### src/rtl/pfcs_regs.svh
// Offsets, field positions, command codes and timing counts
`ifndef PFCS_REGS_SVH
`define PFCS_REGS_SVH

// ----------------------------------------
// Clock and flash bus timing
// ----------------------------------------
`define PFCS_CLK_MHZ 250
`define PFCS_CYC_MIN(ns) ((((ns) * `PFCS_CLK_MHZ) + 999) / 1000)
`define PFCS_T_SETUP_NS 10
`define PFCS_T_WP_NS 40
`define PFCS_T_WPH_NS 20
`define PFCS_T_ACC_NS 70
`define PFCS_SYNC_LAT 4
`define PFCS_PWR_DLY_MS 10
`define PFCS_PWR_DLY_CYC (`PFCS_PWR_DLY_MS * `PFCS_CLK_MHZ * 1000)

// ----------------------------------------
// Command addresses and data codes
// ----------------------------------------
`define PFCS_A_UNLK1 12'h555
`define PFCS_A_UNLK2 12'hAAA
`define PFCS_A_QUERY 12'h055
`define PFCS_A_PLOCK 12'h080
`define PFCS_D_UNLK1 8'hAA
`define PFCS_D_UNLK2 8'h55
`define PFCS_D_PROG 8'hA0
`define PFCS_D_DUAL 8'hE0
`define PFCS_D_ERPRE 8'h80
`define PFCS_D_CHIP 8'h10
`define PFCS_D_SECT 8'h30
`define PFCS_D_LOCKDN 8'h60
`define PFCS_D_SUSP 8'hB0
`define PFCS_D_RESUME 8'h30
`define PFCS_D_IDENT 8'h90
`define PFCS_D_IDEXIT 8'hF0
`define PFCS_D_PROT 8'hC0
`define PFCS_D_CFG 8'hD0
`define PFCS_D_QUERY 8'h98

// ----------------------------------------
// Status bits on the flash data bus
// ----------------------------------------
`define PFCS_DQ_TOGGLE 6
`define PFCS_DQ_TIMEOUT 5
`define PFCS_DQ_SUPLOW 3

// ----------------------------------------
// Software register map
// ----------------------------------------
`define PFCS_REG_CMD 8'h00
`define PFCS_REG_ADDR0 8'h04
`define PFCS_REG_DATA0 8'h08
`define PFCS_REG_ADDR1 8'h0C
`define PFCS_REG_DATA1 8'h10
`define PFCS_REG_STATUS 8'h14
`define PFCS_REG_RDATA 8'h18
`define PFCS_ST_BUSY 0
`define PFCS_ST_ERR 1
`define PFCS_ST_PWROK 2
`define PFCS_ST_RDY 3
`define PFCS_ST_FAIL 4
`define PFCS_ST_SUPLOW 5
`define PFCS_ST_MODE 6
`define PFCS_ST_CFG 8
`define PFCS_CFG_RST 2'h0

`endif

### src/rtl/pfcs_pkg.sv
// Types shared by the flash command controller
package pfcs_pkg;
  typedef enum logic [4:0] {
    OP_READ = 5'h00, OP_WORD_PROG = 5'h01, OP_DUAL_PROG = 5'h02,
    OP_CHIP_ERASE = 5'h03, OP_SECT_ERASE = 5'h04, OP_LOCKDOWN = 5'h05,
    OP_SP_ENTER = 5'h06, OP_SP_WRITE = 5'h07, OP_SUSPEND = 5'h08,
    OP_RESUME = 5'h09, OP_ID_ENTER = 5'h0A, OP_ID_EXIT3 = 5'h0B,
    OP_ID_EXIT1 = 5'h0C, OP_QUERY = 5'h0D, OP_PROT_PROG = 5'h0E,
    OP_PROT_LOCK = 5'h0F, OP_SET_CFG = 5'h10, OP_POLL = 5'h11
  } pfcs_op_t;

  typedef enum logic [1:0] {
    MODE_NORMAL = 2'b00, MODE_ID = 2'b01, MODE_QUERY = 2'b10, MODE_SP = 2'b11
  } pfcs_mode_t;

  typedef struct packed {
    logic [20:0] addr;
    logic [15:0] dq_drive;
    logic dq_en;
    logic ce_n;
    logic oe_n;
    logic we_n;
  } pfcs_pins_t;

  typedef struct packed {
    logic wr;
    logic [20:0] addr;
    logic [15:0] data;
  } pfcs_req_t;
endpackage

### src/rtl/pfcs_sync.sv
// Three-stage input synchroniser with agreement filter
`timescale 1ns/1ps
module pfcs_sync #(
  parameter int W = 1
) (
  input wire logic clk_sys,
  input wire logic nrst,
  input wire logic [W-1:0] async_in,
  output logic [W-1:0] sync_out
);
  typedef struct packed {
    logic [W-1:0] s1;
    logic [W-1:0] s2;
    logic [W-1:0] s3;
    logic [W-1:0] q;
  } pfcs_sync_st_t;

  pfcs_sync_st_t r;
  pfcs_sync_st_t n;

  always_comb begin
    n = r;
    n.s1 = async_in;
    n.s2 = r.s1;
    n.s3 = r.s2;
    // Only a value held by two stages counts
    if (r.s2 == r.s3) begin
      n.q = r.s3;
    end
  end

  always_ff @(posedge clk_sys) begin
    if (!nrst) begin
      r <= '0;
    end else begin
      r <= n;
    end
  end

  assign sync_out = r.q;
endmodule // pfcs_sync

### src/rtl/pfcs_bus_engine.sv
// One flash bus cycle: write strobe or read access
`timescale 1ns/1ps
`include "pfcs_regs.svh"
module pfcs_bus_engine (
  input wire logic clk_sys,
  input wire logic nrst,
  input wire logic start,
  input pfcs_pkg::pfcs_req_t req,
  input wire logic [15:0] dq_sync,
  output pfcs_pkg::pfcs_pins_t pins,
  output logic [15:0] rdata,
  output logic done
);
  import pfcs_pkg::*;

  localparam logic [7:0] T_SETUP = 8'(`PFCS_CYC_MIN(`PFCS_T_SETUP_NS));
  localparam logic [7:0] T_WP = 8'(`PFCS_CYC_MIN(`PFCS_T_WP_NS));
  localparam logic [7:0] T_WPH = 8'(`PFCS_CYC_MIN(`PFCS_T_WPH_NS));
  localparam logic [7:0] T_RD = 8'(`PFCS_CYC_MIN(`PFCS_T_ACC_NS) + `PFCS_SYNC_LAT);

  typedef enum logic [2:0] {
    E_IDLE = 3'b000, E_SETUP = 3'b001, E_STROBE = 3'b010,
    E_HOLD = 3'b011, E_READ = 3'b100
  } pfcs_eph_t;

  typedef struct packed {
    pfcs_eph_t ph;
    logic [7:0] cnt;
    pfcs_pins_t pins;
    logic [15:0] rdata;
    logic done;
  } pfcs_eng_st_t;

  localparam pfcs_eng_st_t RST = '{ph: E_IDLE, cnt: 8'h00,
    pins: '{21'h000000, 16'h0000, 1'b0, 1'b1, 1'b1, 1'b1}, rdata: 16'h0000, done: 1'b0};

  pfcs_eng_st_t r;
  pfcs_eng_st_t n;

  always_comb begin
    n = r;
    n.done = 1'b0;
    n.cnt = r.cnt - 8'h01;
    case (r.ph)
      E_IDLE: begin
        n.cnt = r.cnt;
        if (start) begin
          n.pins.addr = req.addr;
          n.pins.ce_n = 1'b0;
          if (req.wr) begin
            // output drive held off on writes
            n.pins.oe_n = 1'b1;
            n.pins.dq_drive = req.data;
            n.pins.dq_en = 1'b1;
            n.cnt = T_SETUP - 8'h01;
            n.ph = E_SETUP;
          end else begin
            n.pins.oe_n = 1'b0;
            n.cnt = T_RD - 8'h01;
            n.ph = E_READ;
          end
        end
      end
      E_SETUP: begin
        if (r.cnt == 8'h00) begin
          n.pins.we_n = 1'b0;
          n.cnt = T_WP - 8'h01;
          n.ph = E_STROBE;
        end
      end
      E_STROBE: begin
        // Data is latched by the rising write strobe
        if (r.cnt == 8'h00) begin
          n.pins.we_n = 1'b1;
          n.cnt = T_WPH - 8'h01;
          n.ph = E_HOLD;
        end
      end
      E_HOLD: begin
        if (r.cnt == 8'h00) begin
          n.pins.ce_n = 1'b1;
          n.pins.dq_en = 1'b0;
          n.done = 1'b1;
          n.ph = E_IDLE;
        end
      end
      E_READ: begin
        if (r.cnt == 8'h00) begin
          n.rdata = dq_sync;
          n.pins.ce_n = 1'b1;
          n.pins.oe_n = 1'b1;
          n.done = 1'b1;
          n.ph = E_IDLE;
        end
      end
      default: begin
        n = RST;
      end
    endcase
  end

  always_ff @(posedge clk_sys) begin
    if (!nrst) begin
      r <= RST;
    end else begin
      r <= n;
    end
  end

  assign pins = r.pins;
  assign rdata = r.rdata;
  assign done = r.done;
endmodule // pfcs_bus_engine

### src/rtl/pfcs_ctrl.sv
// Host-side command sequencer and status poller for a parallel NOR flash
//
// Chosen here: the placing of the registers and the strobed register port.
`timescale 1ns/1ps
`include "pfcs_regs.svh"

module pfcs_ctrl #(
  parameter int unsigned PWR_DLY_CYC = `PFCS_PWR_DLY_CYC
) (
  input wire logic clk_sys,
  input wire logic nrst,
  input wire logic [7:0] sw_addr,
  input wire logic [31:0] sw_wdata,
  input wire logic sw_wr,
  input wire logic sw_rd,
  output logic [31:0] sw_rdata,
  output pfcs_pkg::pfcs_pins_t flash_bus,
  input wire logic [15:0] flash_dq,
  input wire logic flash_rdy,
  output logic flash_reset_n,
  output logic busy
);
  import pfcs_pkg::*;

  // ----------------------------------------
  // State
  // ----------------------------------------
  typedef enum logic [2:0] {
    S_IDLE = 3'b000, S_ISSUE = 3'b001, S_WAIT = 3'b010,
    S_POLL = 3'b011, S_PWAIT = 3'b100
  } pfcs_st_t;

  typedef struct packed {
    pfcs_st_t st;
    pfcs_op_t op;
    logic [2:0] idx;
    logic [20:0] a0;
    logic [15:0] d0;
    logic [20:0] a1;
    logic [15:0] d1;
    pfcs_mode_t mode;
    logic [1:0] cfg;
    logic [21:0] pwr_cnt;
    logic pwr_ok;
    logic err;
    logic fail;
    logic sup_low;
    logic busy;
    logic start;
    pfcs_req_t req;
    logic [15:0] prev;
    logic have_prev;
    logic recheck;
    logic [15:0] fdata;
    logic [31:0] rdata;
    logic rst_n;
  } pfcs_ctrl_st_t;

  localparam pfcs_ctrl_st_t RST = '{st: S_IDLE, op: OP_READ, idx: 3'h0,
    a0: 21'h000000, d0: 16'h0000, a1: 21'h000000, d1: 16'h0000,
    mode: MODE_NORMAL, cfg: `PFCS_CFG_RST, pwr_cnt: 22'h000000,
    pwr_ok: 1'b0, err: 1'b0, fail: 1'b0, sup_low: 1'b0, busy: 1'b0,
    start: 1'b0, req: '{1'b0, 21'h000000, 16'h0000}, prev: 16'h0000,
    have_prev: 1'b0, recheck: 1'b0, fdata: 16'h0000, rdata: 32'h00000000,
    rst_n: 1'b0};

  pfcs_ctrl_st_t r;
  pfcs_ctrl_st_t n;
  logic [15:0] dq_s;
  logic rdy_s;
  logic eng_done;
  logic [15:0] eng_rdata;

  // ----------------------------------------
  // Sequence decoding
  // ----------------------------------------
  function automatic logic [2:0] seq_len(pfcs_op_t op);
    case (op)
      OP_ID_ENTER, OP_ID_EXIT3: seq_len = 3'h3;
      OP_WORD_PROG, OP_PROT_PROG, OP_PROT_LOCK, OP_SET_CFG: seq_len = 3'h4;
      OP_DUAL_PROG: seq_len = 3'h5;
      OP_CHIP_ERASE, OP_SECT_ERASE, OP_LOCKDOWN, OP_SP_ENTER: seq_len = 3'h6;
      default: seq_len = 3'h1;
    endcase
  endfunction

  // Command cycles carry only address 11:0 and data 7:0
  function automatic pfcs_req_t cmd_cyc(logic [11:0] a, logic [7:0] d);
    cmd_cyc = '{1'b1, {9'h000, a}, {8'h00, d}};
  endfunction

  function automatic pfcs_req_t seq_step(pfcs_op_t op, logic [2:0] i,
      logic [20:0] a0, logic [15:0] d0, logic [20:0] a1, logic [15:0] d1);
    logic [7:0] c3;
    logic six;
    six = (seq_len(op) == 3'h6);
    case (op)
      OP_WORD_PROG: c3 = `PFCS_D_PROG;
      OP_DUAL_PROG: c3 = `PFCS_D_DUAL;
      OP_ID_ENTER: c3 = `PFCS_D_IDENT;
      OP_ID_EXIT3: c3 = `PFCS_D_IDEXIT;
      OP_PROT_PROG, OP_PROT_LOCK: c3 = `PFCS_D_PROT;
      OP_SET_CFG: c3 = `PFCS_D_CFG;
      default: c3 = `PFCS_D_ERPRE;
    endcase
    seq_step = cmd_cyc(`PFCS_A_UNLK1, `PFCS_D_UNLK1);
    if (seq_len(op) == 3'h1) begin
      case (op)
        OP_READ: seq_step = '{1'b0, a0, 16'h0000};
        // Single write programs in single-pulse mode
        OP_SP_WRITE: seq_step = '{1'b1, a0, d0};
        // Suspend and resume at any address
        OP_SUSPEND: seq_step = '{1'b1, a0, {8'h00, `PFCS_D_SUSP}};
        OP_RESUME: seq_step = '{1'b1, a0, {8'h00, `PFCS_D_RESUME}};
        OP_ID_EXIT1: seq_step = '{1'b1, a0, {8'h00, `PFCS_D_IDEXIT}};
        default: seq_step = cmd_cyc(`PFCS_A_QUERY, `PFCS_D_QUERY);
      endcase
    end else begin
      case (i)
        3'h0: seq_step = cmd_cyc(`PFCS_A_UNLK1, `PFCS_D_UNLK1);
        3'h1: seq_step = cmd_cyc(`PFCS_A_UNLK2, `PFCS_D_UNLK2);
        // Prefix third write picks the command, or only its group: the erase ops share 80h, the protection ops C0h
        3'h2: seq_step = cmd_cyc(`PFCS_A_UNLK1, c3);
        3'h3: begin
          if (six) begin
            seq_step = cmd_cyc(`PFCS_A_UNLK1, `PFCS_D_UNLK1);
          end else if (op == OP_PROT_LOCK) begin
            // Lock write keeps low data nibble zero
            seq_step = cmd_cyc(`PFCS_A_PLOCK, {d0[7:4], 4'h0});
          end else if (op == OP_SET_CFG) begin
            seq_step = '{1'b1, a0, {15'h0000, d0[0]}};
          end else begin
            // Target word, also protection and dual first word
            seq_step = '{1'b1, a0, d0};
          end
        end
        3'h4: begin
          if (six) begin
            seq_step = cmd_cyc(`PFCS_A_UNLK2, `PFCS_D_UNLK2);
          end else begin
            seq_step = '{1'b1, a1, d1};
          end
        end
        default: begin
          case (op)
            OP_CHIP_ERASE: seq_step = cmd_cyc(`PFCS_A_UNLK1, `PFCS_D_CHIP);
            OP_SECT_ERASE: seq_step = '{1'b1, a0, {8'h00, `PFCS_D_SECT}};
            OP_LOCKDOWN: seq_step = '{1'b1, a0, {8'h00, `PFCS_D_LOCKDN}};
            default: seq_step = cmd_cyc(`PFCS_A_UNLK1, `PFCS_D_PROG);
          endcase
        end
      endcase
    end
  endfunction

  // Commands the flash would misread in its present mode are not sent
  function automatic logic op_refused(logic [4:0] code, pfcs_mode_t m, logic pwr_ok);
    logic rd;
    logic prog;
    rd = (code == OP_READ) || (code == OP_POLL);
    prog = code inside {OP_WORD_PROG, OP_DUAL_PROG, OP_CHIP_ERASE, OP_SECT_ERASE,
      OP_LOCKDOWN, OP_SP_ENTER, OP_SP_WRITE, OP_PROT_PROG, OP_PROT_LOCK};
    case (m)
      MODE_NORMAL: op_refused = (code == OP_SP_WRITE);
      // Query entry also from identification mode
      MODE_ID: op_refused = !(rd || code inside {OP_ID_EXIT3, OP_ID_EXIT1, OP_QUERY});
      // Query mode only left by identification exit
      MODE_QUERY: op_refused = !(rd || code inside {OP_ID_EXIT3, OP_ID_EXIT1});
      // Other writes would be programmed as data
      default: op_refused = !(rd || code == OP_SP_WRITE);
    endcase
    // Program and erase held off until power-on delay ends
    if ((prog && !pwr_ok) || code > OP_POLL) begin
      op_refused = 1'b1;
    end
  endfunction

  // ----------------------------------------
  // Sequencer
  // ----------------------------------------
  always_comb begin
    n = r;
    n.start = 1'b0;
    n.rst_n = 1'b1;
    n.rdata = 32'h00000000;
    if (!r.pwr_ok) begin
      n.pwr_cnt = r.pwr_cnt + 22'h000001;
      if (r.pwr_cnt >= 22'(PWR_DLY_CYC - 1)) begin
        n.pwr_ok = 1'b1;
      end
    end
    if (sw_rd) begin
      case (sw_addr)
        `PFCS_REG_CMD: n.rdata = {27'h0000000, r.op};
        `PFCS_REG_ADDR0: n.rdata = {11'h000, r.a0};
        `PFCS_REG_DATA0: n.rdata = {16'h0000, r.d0};
        `PFCS_REG_ADDR1: n.rdata = {11'h000, r.a1};
        `PFCS_REG_DATA1: n.rdata = {16'h0000, r.d1};
        `PFCS_REG_STATUS: begin
          n.rdata[`PFCS_ST_BUSY] = r.busy;
          n.rdata[`PFCS_ST_ERR] = r.err;
          n.rdata[`PFCS_ST_PWROK] = r.pwr_ok;
          n.rdata[`PFCS_ST_RDY] = rdy_s;
          n.rdata[`PFCS_ST_FAIL] = r.fail;
          n.rdata[`PFCS_ST_SUPLOW] = r.sup_low;
          n.rdata[`PFCS_ST_MODE +: 2] = r.mode;
          n.rdata[`PFCS_ST_CFG +: 2] = r.cfg;
        end
        `PFCS_REG_RDATA: n.rdata = {16'h0000, r.fdata};
        default: n.rdata = 32'h00000000;
      endcase
    end
    if (sw_wr && !r.busy) begin
      case (sw_addr)
        `PFCS_REG_ADDR0: n.a0 = sw_wdata[20:0];
        `PFCS_REG_DATA0: n.d0 = sw_wdata[15:0];
        `PFCS_REG_ADDR1: n.a1 = sw_wdata[20:0];
        `PFCS_REG_DATA1: n.d1 = sw_wdata[15:0];
        default: n.err = r.err;
      endcase
    end
    case (r.st)
      S_IDLE: begin
        if (sw_wr && sw_addr == `PFCS_REG_CMD) begin
          if (op_refused(sw_wdata[4:0], r.mode, r.pwr_ok)) begin
            n.err = 1'b1;
          end else begin
            n.op = pfcs_op_t'(sw_wdata[4:0]);
            n.idx = 3'h0;
            n.busy = 1'b1;
            n.err = 1'b0;
            n.st = S_ISSUE;
            if (sw_wdata[4:0] == OP_POLL) begin
              n.fail = 1'b0;
              n.sup_low = 1'b0;
              n.have_prev = 1'b0;
              n.recheck = 1'b0;
              n.st = S_POLL;
            end
          end
        end
      end
      S_ISSUE: begin
        // Whole sequence goes out unbroken, never mixed with other cycles
        n.req = seq_step(r.op, r.idx, r.a0, r.d0, r.a1, r.d1);
        n.start = 1'b1;
        n.st = S_WAIT;
      end
      S_WAIT: begin
        if (eng_done) begin
          if (r.op == OP_READ) begin
            n.fdata = eng_rdata;
          end
          if (r.idx == seq_len(r.op) - 3'h1) begin
            n.busy = 1'b0;
            n.st = S_IDLE;
            case (r.op)
              OP_ID_ENTER: n.mode = MODE_ID;
              OP_QUERY: n.mode = MODE_QUERY;
              // Identification exit also ends query mode
              OP_ID_EXIT1, OP_ID_EXIT3: n.mode = MODE_NORMAL;
              OP_SP_ENTER: n.mode = MODE_SP;
              // Record the polling convention now in force
              OP_SET_CFG: n.cfg = {1'b0, r.d0[0]};
              default: n.mode = r.mode;
            endcase
          end else begin
            n.idx = r.idx + 3'h1;
            n.st = S_ISSUE;
          end
        end
      end
      S_POLL: begin
        n.req = '{1'b0, r.a0, 16'h0000};
        n.start = 1'b1;
        n.st = S_PWAIT;
      end
      S_PWAIT: begin
        if (eng_done) begin
          n.fdata = eng_rdata;
          n.prev = eng_rdata;
          n.have_prev = 1'b1;
          n.st = S_POLL;
          if (r.have_prev) begin
            // Toggle bit steady means the operation ended
            if (eng_rdata[`PFCS_DQ_TOGGLE] == r.prev[`PFCS_DQ_TOGGLE]) begin
              n.busy = 1'b0;
              n.st = S_IDLE;
            end else if (r.recheck) begin
              n.fail = 1'b1;
              // Supply-low taken only from a failing status read
              n.sup_low = eng_rdata[`PFCS_DQ_SUPLOW];
              n.busy = 1'b0;
              n.st = S_IDLE;
            end else if (eng_rdata[`PFCS_DQ_TIMEOUT] || eng_rdata[`PFCS_DQ_SUPLOW]) begin
              // Toggle may stop as the flag rises; read once more
              n.recheck = 1'b1;
            end
          end
        end
      end
      default: begin
        n.st = S_IDLE;
      end
    endcase
  end

  always_ff @(posedge clk_sys) begin
    if (!nrst) begin
      r <= RST;
    end else begin
      r <= n;
    end
  end

  // ----------------------------------------
  // Pin synchronisers and bus cycle engine
  // ----------------------------------------
  pfcs_sync #(.W(16)) u_dq_sync (
    .clk_sys(clk_sys),
    .nrst(nrst),
    .async_in(flash_dq),
    .sync_out(dq_s)
  );

  pfcs_sync #(.W(1)) u_rdy_sync (
    .clk_sys(clk_sys),
    .nrst(nrst),
    .async_in(flash_rdy),
    .sync_out(rdy_s)
  );

  pfcs_bus_engine u_engine (
    .clk_sys(clk_sys),
    .nrst(nrst),
    .start(r.start),
    .req(r.req),
    .dq_sync(dq_s),
    .pins(flash_bus),
    .rdata(eng_rdata),
    .done(eng_done)
  );

  assign sw_rdata = r.rdata;
  assign flash_reset_n = r.rst_n;
  assign busy = r.busy;
endmodule // pfcs_ctrl

### config.mk
export PLATFORM = sky130hd
export DESIGN_NAME = pfcs_ctrl
export DESIGN_NICKNAME = d
export VERILOG_FILES = /design/src/rtl/pfcs_pkg.sv /design/src/rtl/pfcs_sync.sv /design/src/rtl/pfcs_bus_engine.sv /design/src/rtl/pfcs_ctrl.sv
export VERILOG_INCLUDE_DIRS = /design/src /design/src/rtl
export SDC_FILE = /design/constraint.sdc
export NUM_CORES = 1
export LEC_CHECK = 0
export ABC_AREA = 1
export BUFFER_PORTS_ARGS = -buffer_cell sky130_fd_sc_hd__buf_2
export CORE_MARGIN = 10
export CORE_UTILIZATION = 25
export CTS_CLUSTER_SIZE = 24
export DETAILED_ROUTE_END_ITERATION = 10
export HOLD_SLACK_MARGIN = 0.12
export SLEW_MARGIN = 25
export SYNTH_ARGS = -nofsm -noshare
export SYNTH_HDL_FRONTEND = slang
export SYNTH_SLANG_ARGS = --single-unit
### constraint.sdc
create_clock -name clk_sys -period 1.8 [get_ports clk_sys]
set_input_delay 0.27 -clock clk_sys [delete_from_list [all_inputs] [get_ports clk_sys]]
set_output_delay 0.27 -clock clk_sys [all_outputs]
set_load 0.005 [all_outputs]
==> impl_metrics.ini, run 1 <==
[final_layout]
final_cell_mix = nand2_1 (340), dfxtp_1 (316), buf_4 (249)
stdcell_count = 3198
nets = 2459
drive_gt1_share_pct = 28.4
syn_to_final_growth_pct = 35.6
final.fill_count = 6306
final_util_pct = 34.3
final_area_um2 = 20700
layout_commonest_cell = nand2_1

[worst_setup_path]
crit_path_frequent_cell = ha_4
r2r_setup_slack_ps = -110
crit_path_start_kind = flop
critical-path-max-stage-delay_ps = 370
path_cells = ha_4 -> ha_4 -> nand2_4 -> nand2_2 -> nand3b_1 -> buf_6 -> buf_4 -> o22ai_2 -> o211ai_1 -> nand3_1 -> a31oi_1
worstPathRequired_ps = 2250
r2r_cells = 11
crit_end = r[83]$_SDFFE_PN0P_
crit_type = flop to flop
r2r-end = r[83]$_SDFFE_PN0P_
crit_path_start = r[211]$_SDFFE_PN0P_
arrival_ps = 2360
slowest_stage = dfxtp_4
cp_max_fo = 4
r2r_start = r[211]$_SDFFE_PN0P_
worstSetupEndpointType = flop

[clock_network]
numCtsBuffers = 38
cts.clk_slew.worst_paths_ps = 60
h-tree-depth = 2
clockBufferDepth = 3
ctsRootBufferMaster = clkbuf_16
clock-sinks = 335
insertion_delay_ps = 570
cts_tree = done

[pwr]
p_sw_mw = 5.59
power_frac_seq_pct = 39.9
internal_power_mw = 13.9
combPwrFrac_pct = 18.9
clockPowerShare_pct = 41.1
vdd_drop_max_v = 0.000714
switching_share_pct = 28.7
power_density_nw_per_um2 = 940
p_leak_nw = 8.54

[min_path]
hold_path.class = input port to flop

[die]
die_area_um2 = 71500
die-height_um = 267
die-width_um = 267
std_cell_rows = 90
ioPinCount = 136
core-area_um2 = 60500
initial_core_util_pct = 25.3

[timing]
setup_ws_ps = -112
maxSlewViolCount = 0
hold_viol = 0
rsz0062_at_grt = true
worst_slew_pin_slew_ps = 745
fmax_ghz = 0.523
finalWorstPathRequiredPeriod_ps = 1910
max_slew_margin_pct = 50.3
hold_slack_ps = 190
fin_worst_skew_ps = 22.4
setup_viol = 22
layout_worst_path_cycle_share_pct = 106

[job]
cap_violations = 0

[run_status]
violations = setup timing
outcome = finished, violations left

[synth]
synth_flop_cell = dfxtp_1
yosys_warnings = 0
synth_seq_cells = 335
synth_area_um2 = 15300
seq_area_frac_synth_pct = 43.8
synth_edf_count = 0
async_flop_share_pct = 0
avgSynthCellArea_um2 = 7.36
synthCells = 2077
ys_types = 51

[route]
wl_um = 51600
dr.pass1.iters = 5
ant_nets = 0
avgViaCountPerCell = 4.63
wl_per_cell_um = 16.2
drc = 0
first_iter_violations = 1061
vias = 14800

[grt]
grt_first_pass_wirelength_um = 78900
grt_overflow = 0
grt_antenna_before_repair = 2
grt_pass1_vias = 14100
grt_start_max_net_pins = 81
grt_use_total_pct = 13.9

[place]
dp_cells = 3055
numPortBuffers = 113
place_area_um2 = 17900
place_hpwl_um = 37600
dpl_worst_slack_ps = -476
place.gp.congestion = 0.955
## per-layer routing
layer  global-route usage (%)  part of all wire [%]  vias up
li1                         -                     -     7486
met1                     17.4                    43     6800
met2                     23.2                    47      412
met3                     2.68                   6.0       95
met4                     5.44                   3.4        0
met5                        0                     0        -
## cell families after synthesis
group | after synthesis | synth area share [%]
other cells | 1 | 0.0245
flops | 335 | 43.8
fa+ha+maj | 10 | 0.818
simple gates | 773 | 22.3
compound gates | 522 | 19.3
buf+inv | 405 | 12.0
xor+xnor | 31 | 1.78
## cells in the mapped netlist, types with 9 or more instances
library cell | number | area, um^2
nor3_1 | 22 | 110
dfxtp_1 | 335 | 6710
nand2_2 | 9 | 56.3
a211oi_1 | 31 | 233
o22ai_1 | 24 | 150
nor2_1 | 173 | 649
o21ai_0 | 172 | 861
xor2_1 | 15 | 131
a21oi_1 | 203 | 1020
clkbuf_1 | 76 | 285
nand4_1 | 17 | 106
nand3_1 | 137 | 686
o211ai_1 | 9 | 67.6
buf_4 | 74 | 556
ha_1 | 10 | 125
a31oi_1 | 30 | 188
buf_2 | 15 | 75.1
nor2_2 | 12 | 75.1
inv_1 | 224 | 841
xnor2_1 | 16 | 140
nand2_1 | 369 | 1390
## per-stage QoR
stage	total power, mW	TNS, ps
after floorplan	9.71	0
after detailed placement	10.9	-18970
after CTS	19.5	-1330
final	19.5	-1260
after global placement	10.9	-18580
after global routing	20.4	-5450
## what timing repair did
item / in CTS / in global routing
hold buffers: 34 / 0
setup buffers: 8 / 32
gates cloned: 1 / 1
endpoints found under the hold margin: 72 / 0
pin swaps: 33 / 73
setup endpoints to repair: 78 / 135
gates resized for setup: 112 / 168
## how the worst min path moves through the flow
| stage | from | end | depth (start not counted) |
|---|---|---|---|
| after CTS | sw_wdata[0] | r[137]$_SDFFE_PN0P_ | 4 |
| after detailed placement | u_dq_sync.n[35]$_SDFF_PN0_ | u_dq_sync.n[19]$_SDFF_PN0_ | 2 |
| final | sw_wdata[0] | r[137]$_SDFFE_PN0P_ | 4 |
| after floorplan | nrst | flash_reset_n$_DFF_P_ | 0 |
| after global placement | u_dq_sync.n[38]$_SDFF_PN0_ | u_dq_sync.n[22]$_SDFF_PN0_ | 2 |
| after global routing | sw_wdata[3] | r[217]$_SDFFE_PN0P_ | 4 |
## power groups by stage
stage               Sequential, mW  Clock, mW  Combinational, mW
global route                  7.80       8.48               4.07
global placement              7.92          0               2.95
detailed placement            7.93          0               2.96
floorplan                     7.90          0               1.81
CTS                           7.78       8.23               3.46
finish                        7.78       8.01               3.69
## final cells by class
type	instances	area [um^2]	share of cell area (%)
clock inverters	13	171	0.827
repair buffers	432	3290	15.9
inverters	232	895	4.32
well taps	782	978	4.72
clock buffers	54	1110	5.37
multi-input cells	1347	7530	36.3
diodes	1	2.50	0.0121
repair inverters	2	13.8	0.0664
flip-flops and latches	335	6740	32.5
## worst max-delay path: cells and delay by family (launching register included)
| kind | cells | cell delay (ps) |
|---|---|---|
| flops | 1 | 370 |
| simple gates | 4 | 490 |
| fa+ha+maj | 2 | 340 |
| compound gates | 3 | 240 |
| buf+inv | 2 | 340 |
## sequential cells by signal, summed over array words and instances, names as in the netlist, named ones only
name and cells:
r 172, busy 1, u_dq_sync.sync_out 16, u_rdy_sync.n 2
u_engine.rdata 16, u_engine.r 11, u_engine.done 1, u_engine.pins 41
sw_rdata 21, u_dq_sync.r 16, u_rdy_sync.sync_out 1, u_rdy_sync.r 1
flash_reset_n 1, u_dq_sync.n 32
Note: power is estimated with default switching activity, not from simulation.
==> inputs of run 2 (changes only) <==
- CTS_BUF_LIST: default -> sky130_fd_sc_hd__clkbuf_16
==> impl_metrics.ini, run 2 (synthesis gave the netlist of run 1 again) <==
[run_status]
outcome = finished, violations left
violations = setup timing

[worst_setup_path]
crit_family = simple AND/OR/NAND/NOR gates
crit_type = flop to flop
worstPathRequired_ps = 2230
path_cells = ha_4 -> ha_4 -> nand2_4 -> nand2_2 -> nand3b_1 -> buf_6 -> a221oi_2 -> o21ai_1 -> nand3_1 -> a31oi_1
cp_max_fo = 4
crit_buf_inv = 1
crit_path_start_kind = flop
arrival_ps = 2340
r2r-end = r[91]$_SDFFE_PN0P_
r2r_start = r[211]$_SDFFE_PN0P_
critical-path-max-stage-delay_ps = 370
crit_path_frequent_cell = ha_4
r2r_cells = 10
slowest_stage = dfxtp_4
r2r_setup_slack_ps = -110
worstSetupEndpointType = flop

[timing]
max_slew_margin_pct = 49.0
fmax_ghz = 0.525
hold_viol = 0
worst_slew_pin_slew_ps = 746
rsz0062_at_grt = true
fin_worst_skew_ps = 21.8
setup_viol = 19
setup_ws_ps = -106
finalWorstPathRequiredPeriod_ps = 1910
finalSetupTns_ps = -878
maxSlewViolCount = 0
layout_worst_path_cycle_share_pct = 106
hold_slack_ps = 198

[min_path]
whs_path_depth = 4
hold_path.class = input port to flop
min_to = r[137]$_SDFFE_PN0P_
min_from = sw_wdata[0]

[final_layout]
layout_commonest_cell = nand2_1
nets = 2461
multi_input_area_um2 = 7540
drive_gt1_share_pct = 28.0
regMostFlops = r
final.fill_count = 6329
syn_to_final_growth_pct = 35.2
final_cell_mix = nand2_1 (339), dfxtp_1 (318), buf_4 (251)
final_util_pct = 34.2
largest_reg_flops = 172
register_area_um2 = 6740

[die]
die-width_um = 267
std_cell_rows = 90
core-area_um2 = 60500
die-height_um = 267
ioPinCount = 136
initial_core_util_pct = 25.3
die_area_um2 = 71500

[grt]
grt_first_pass_wirelength_um = 79000
grt_antenna_before_repair = 2
grt_pass1_vias = 14100
grt_start_max_net_pins = 81
grt_use_total_pct = 13.9
grt_overflow = 0

[route]
drc = 0
first_iter_violations = 1010
wl_um = 51800
dr.pass1.iters = 5
avgViaCountPerCell = 4.64
ant_nets = 0
wl_per_cell_um = 16.2
vias = 14800

[pwr]
power_frac_seq_pct = 40.8
clockPowerShare_pct = 39.9
combPwrFrac_pct = 19.3
vdd_drop_max_v = 0.000712
internal_power_mw = 13.5
p_sw_mw = 5.56
p_leak_nw = 8.54
total_power_mw = 19.1
power_density_nw_per_um2 = 922
switching_share_pct = 29.2

[clock_network]
h-tree-depth = 2
clock-sinks = 335
ctsRootBufferMaster = clkbuf_16
clockBufferDepth = 3
insertion_delay_ps = 570
cts_tree = done
cts.clk_slew.worst_paths_ps = 60
numCtsBuffers = 38

[place]
place_hpwl_um = 37600
place.gp.congestion = 0.955
numPortBuffers = 113

[job]
cap_violations = 0
run 2: cell type report:
type                    count  area share (%)
inverters                 232            4.35
well taps                 782            4.73
diodes                      1          0.0121
clock inverters            28            1.10
clock buffers              39            4.72
repair buffers            434            16.0
repair inverters            2          0.0666
multi-input cells        1347            36.4
flip-flops and latches    335            32.6
run 2: worst max-delay path by stage:
| stage | from | to | slack, ps | depth (start not counted) |
|---|---|---|---|---|
| after CTS | r[211]$_SDFFE_PN0P_ | r[85]$_SDFFE_PN0P_ | -110 | 10 |
| final | r[211]$_SDFFE_PN0P_ | r[91]$_SDFFE_PN0P_ | -110 | 10 |
| after global placement | sw_addr[1] | sw_rdata[6]$_SDFF_PN0_ | -440 | 12 |
| after floorplan | r[211]$_SDFFE_PN0P_ | r[83]$_SDFFE_PN0P_ | 8 | 10 |
| after detailed placement | sw_addr[1] | sw_rdata[0]$_SDFF_PN0_ | -480 | 12 |
| after global routing | r[211]$_SDFFE_PN0P_ | r[91]$_SDFFE_PN0P_ | -220 | 10 |
run 2: repair_timing:
action	4_1_cts	5_1_grt
pin swaps	33	65
cloned	1	1
setup buffers	8	35
setup endpoints to repair	78	135
hold endpoints to repair	72	0
resized for setup	114	172
hold buffers	34	0
run 2: stage by stage:
| stage | std cells | area (um^2) | setup slack, ps |
|---|---|---|---|
| 2_1_floorplan | 2087 | 15400 | 7.81 |
| 3_3_place_gp | 3055 | 17900 | -435 |
| 3_5_place_dp | 3055 | 17900 | -476 |
| 4_1_cts | 3165 | 19900 | -111 |
| 5_1_grt | 3200 | 20700 | -215 |
| 6_report | 3200 | 20700 | -106 |
run 2: worst reg2reg max path: cells and delay by family, from the launching register on:
family          cells  cell delay [ps]
buf+inv             1              210
simple gates        4              500
flops               1              370
compound gates      3              340
fa+ha+maj           2              360
run 2: layer usage:
metal | share of wire (%) | global-route usage (%) | up-vias
met1 | 44 | 17.4 | 6836
li1 | - | - | 7494
met4 | 3.5 | 5.65 | 0
met5 | 0 | 0 | -
met2 | 47 | 23.1 | 410
met3 | 5.7 | 2.70 | 96
run 2: power by group through the flow:
stage	clock network, mW	registers [mW]	logic, mW
after floorplan	0	7.90	1.81
after global placement	0	7.92	2.95
after detailed placement	0	7.93	2.96
after CTS	7.83	7.78	3.47
after global routing	8.07	7.80	4.07
final	7.60	7.78	3.69
==> inputs of run 3 (changes only) <==
- CORE_UTILIZATION: 25 -> 54
- PLACE_DENSITY: default -> 0.76
- SYNTH_HIERARCHICAL: default -> 1
==> impl_metrics.ini, run 3 <==
[synth]
avgSynthCellArea_um2 = 7.21
synth_edf_count = 0
synthCells = 2194
synth_top_area_share_pct = 42.4
yosys_warnings = 6
synth_seq_cells = 335
synth_top_area_cell = dfxtp_1
synth_flop_cell = dfxtp_1
yosys-top-cells-area = dfxtp_1 (42%), nand2_1 (9.8%), a21oi_1 (7.8%)
synth_area_um2 = 15800
yosys-top-cells-count = nand2_1 (411), dfxtp_1 (335), inv_1 (271), a21oi_1 (248), o21ai_0 (188)
yosysMostFrequentCell = nand2_1
async_flop_share_pct = 0
ys_types = 55
seq_area_frac_synth_pct = 42.4

[die]
std_cell_rows = 62
die-width_um = 191
die-height_um = 191
core-area_um2 = 28800
initial_core_util_pct = 54.9
ioPinCount = 136
die_area_um2 = 36500

[clock_network]
h-tree-depth = 2
cts.clk_slew.worst_paths_ps = 60
clock-sinks = 335
clockBufferDepth = 3
numCtsBuffers = 37
cts_tree = done
ctsRootBufferMaster = clkbuf_16
insertion_delay_ps = 530

[final_layout]
antenna_cells = 0
layout_commonest_cell = nand2_1
largest_reg_flops = 172
nets = 2475
syn_to_final_growth_pct = 26.2
final_cell_mix = nand2_1 (389), dfxtp_1 (319), inv_1 (250)
final_area_um2 = 20000
drive_gt1_share_pct = 26.0
regMostFlops = r

[worst_setup_path]
critical-path-max-stage-delay_ps = 350
cp_max_fo = 3
path_cells = ha_4 -> inv_4 -> nor3_4 -> inv_2 -> nor2_4 -> nand3_2 -> nor2_4 -> nand3_4 -> nor3_4 -> nand3_2 -> o21ai_1 -> nor3b_2
slowest_stage = dfxtp_2
crit_path_start_kind = flop
arrival_ps = 2420
worstSetupEndpointType = flop
crit_family = simple AND/OR/NAND/NOR gates
crit_type = flop to flop
crit_buf_inv = 2
worstPathRequired_ps = 2250

[timing]
setup_ws_ps = -171
fmax_ghz = 0.507
rsz0062_at_grt = true
finalSetupTns_ps = -1150
hold_viol = 0
fin_worst_skew_ps = 15.3
max_slew_margin_pct = 58.0
setup_viol = 24
maxSlewViolCount = 0
layout_worst_path_cycle_share_pct = 110
worst_slew_pin_slew_ps = 625
finalWorstPathRequiredPeriod_ps = 1970

[grt]
grt_antenna_before_repair = 0
grt_pass1_vias = 14600
grt_use_total_pct = 25.8
grt_first_pass_wirelength_um = 76900
grt_start_max_net_pins = 81
grt_overflow = 0

[route]
dr.pass1.iters = 6
wl_per_cell_um = 17.8
first_iter_violations = 1470
wl_um = 50000
ant_nets = 0
drc = 0
vias = 15600
avgViaCountPerCell = 5.56

[pwr]
p_leak_nw = 8.23
power_density_nw_per_um2 = 947
vdd_drop_max_v = 0.000855
total_power_mw = 18.9

[job]
cap_violations = 0

[place]
place_hpwl_um = 34800
place.gp.congestion = 1.03
dpl_worst_slack_ps = -331
numPortBuffers = 113
place_area_um2 = 17200

[run_status]
outcome = finished, violations left
violations = setup timing

[min_path]
hold_path.class = input port to flop
## run 3: changes by cell type after synthesis, moves of 13 or more
| cell | before | now |
|---|---|---|
| a211oi_1 | 31 | 7 |
| a21oi_1 | 203 | 248 |
| buf_4 | 74 | 107 |
| inv_1 | 224 | 271 |
| inv_2 | 8 | 21 |
| nand2_1 | 369 | 411 |
| nor2_1 | 173 | 137 |
| o21ai_0 | 172 | 188 |
| o22ai_1 | 24 | 38 |
| xnor2_1 | 16 | 3 |
## run 3: layout make-up
type	instances	area (um^2)
Clock buffer	37	926
Clock inverter	28	263
Fill cell	2352	8820
Inverter	293	1130
Multi-Input combinational cell	1370	7620
Sequential cell	335	6740
Tap cell	384	480
Timing Repair Buffer	366	2800
Timing Repair inverter	1	7.51
## run 3: cell families after synthesis
| family | synth area share [%] |
|---|---|
| AND/OR/NAND/NOR | 21.3 |
| adder cells (fa/ha/maj) | 0.791 |
| buffers and inverters | 14.8 |
| AO/OA/AOI/OAI | 20.0 |
| other | 0.0237 |
| XOR/XNOR | 0.665 |
| flip-flops | 42.4 |
## run 3: what timing repair did
item                                   4_1_cts  5_1_grt
resized for setup                          107      198
cloned                                       1        2
pin swaps                                   29       85
endpoints found under the hold margin       48        0
setup endpoints to repair                   66      103
hold buffers                                28        0
setup buffers                               25       23
## run 3: metal layers
| metal | global-route usage [%] | up-vias | part of all wire [%] | wire (um) |
|---|---|---|---|---|
| met5 | 0 | - | 0 | 0 |
| met4 | 12.5 | 0 | 4.6 | 2280 |
| met3 | 3.84 | 164 | 7.3 | 3670 |
| met2 | 43.5 | 776 | 48 | 23900 |
| met1 | 31.6 | 7165 | 40 | 20100 |
| li1 | - | 7536 | - | - |
## run 3: stage by stage
stage	hold slack (ps)	utilization, %	instances
after floorplan	298	-	2204
after global placement	392	59.8	2681
after detailed placement	398	59.8	2681
after CTS	120	66.8	2799
after global routing	141	69.4	2814
final	137	69.4	2814
## run 3: worst min-delay path, cell delays in order
cell,delay [ps]
buf_2,140
o21ai_0,160
a21oi_1,50
## run 3: where the power goes
part	internal [mW]	switching, mW	leakage, nW
Combinational	1.18	2.35	4.90
Clock	4.46	3.10	0.611
Sequential	7.64	0.165	2.72
## run 3: final timing paths
check | start | endpoint | slack (ps) | cells past startpoint
setup / recovery | r[112]$_SDFFE_PN0N_ | r[127]$_SDFFE_PN0N_ | -170 | 12
hold / removal | sw_wdata[6] | r[196]$_SDFFE_PN0P_ | 140 | 3
setup reg to reg | r[112]$_SDFFE_PN0N_ | r[127]$_SDFFE_PN0N_ | -170 | 12
hold reg to reg | u_dq_sync/n[34]$_SDFF_PN0_ | u_dq_sync/n[18]$_SDFF_PN0_ | 410 | 2
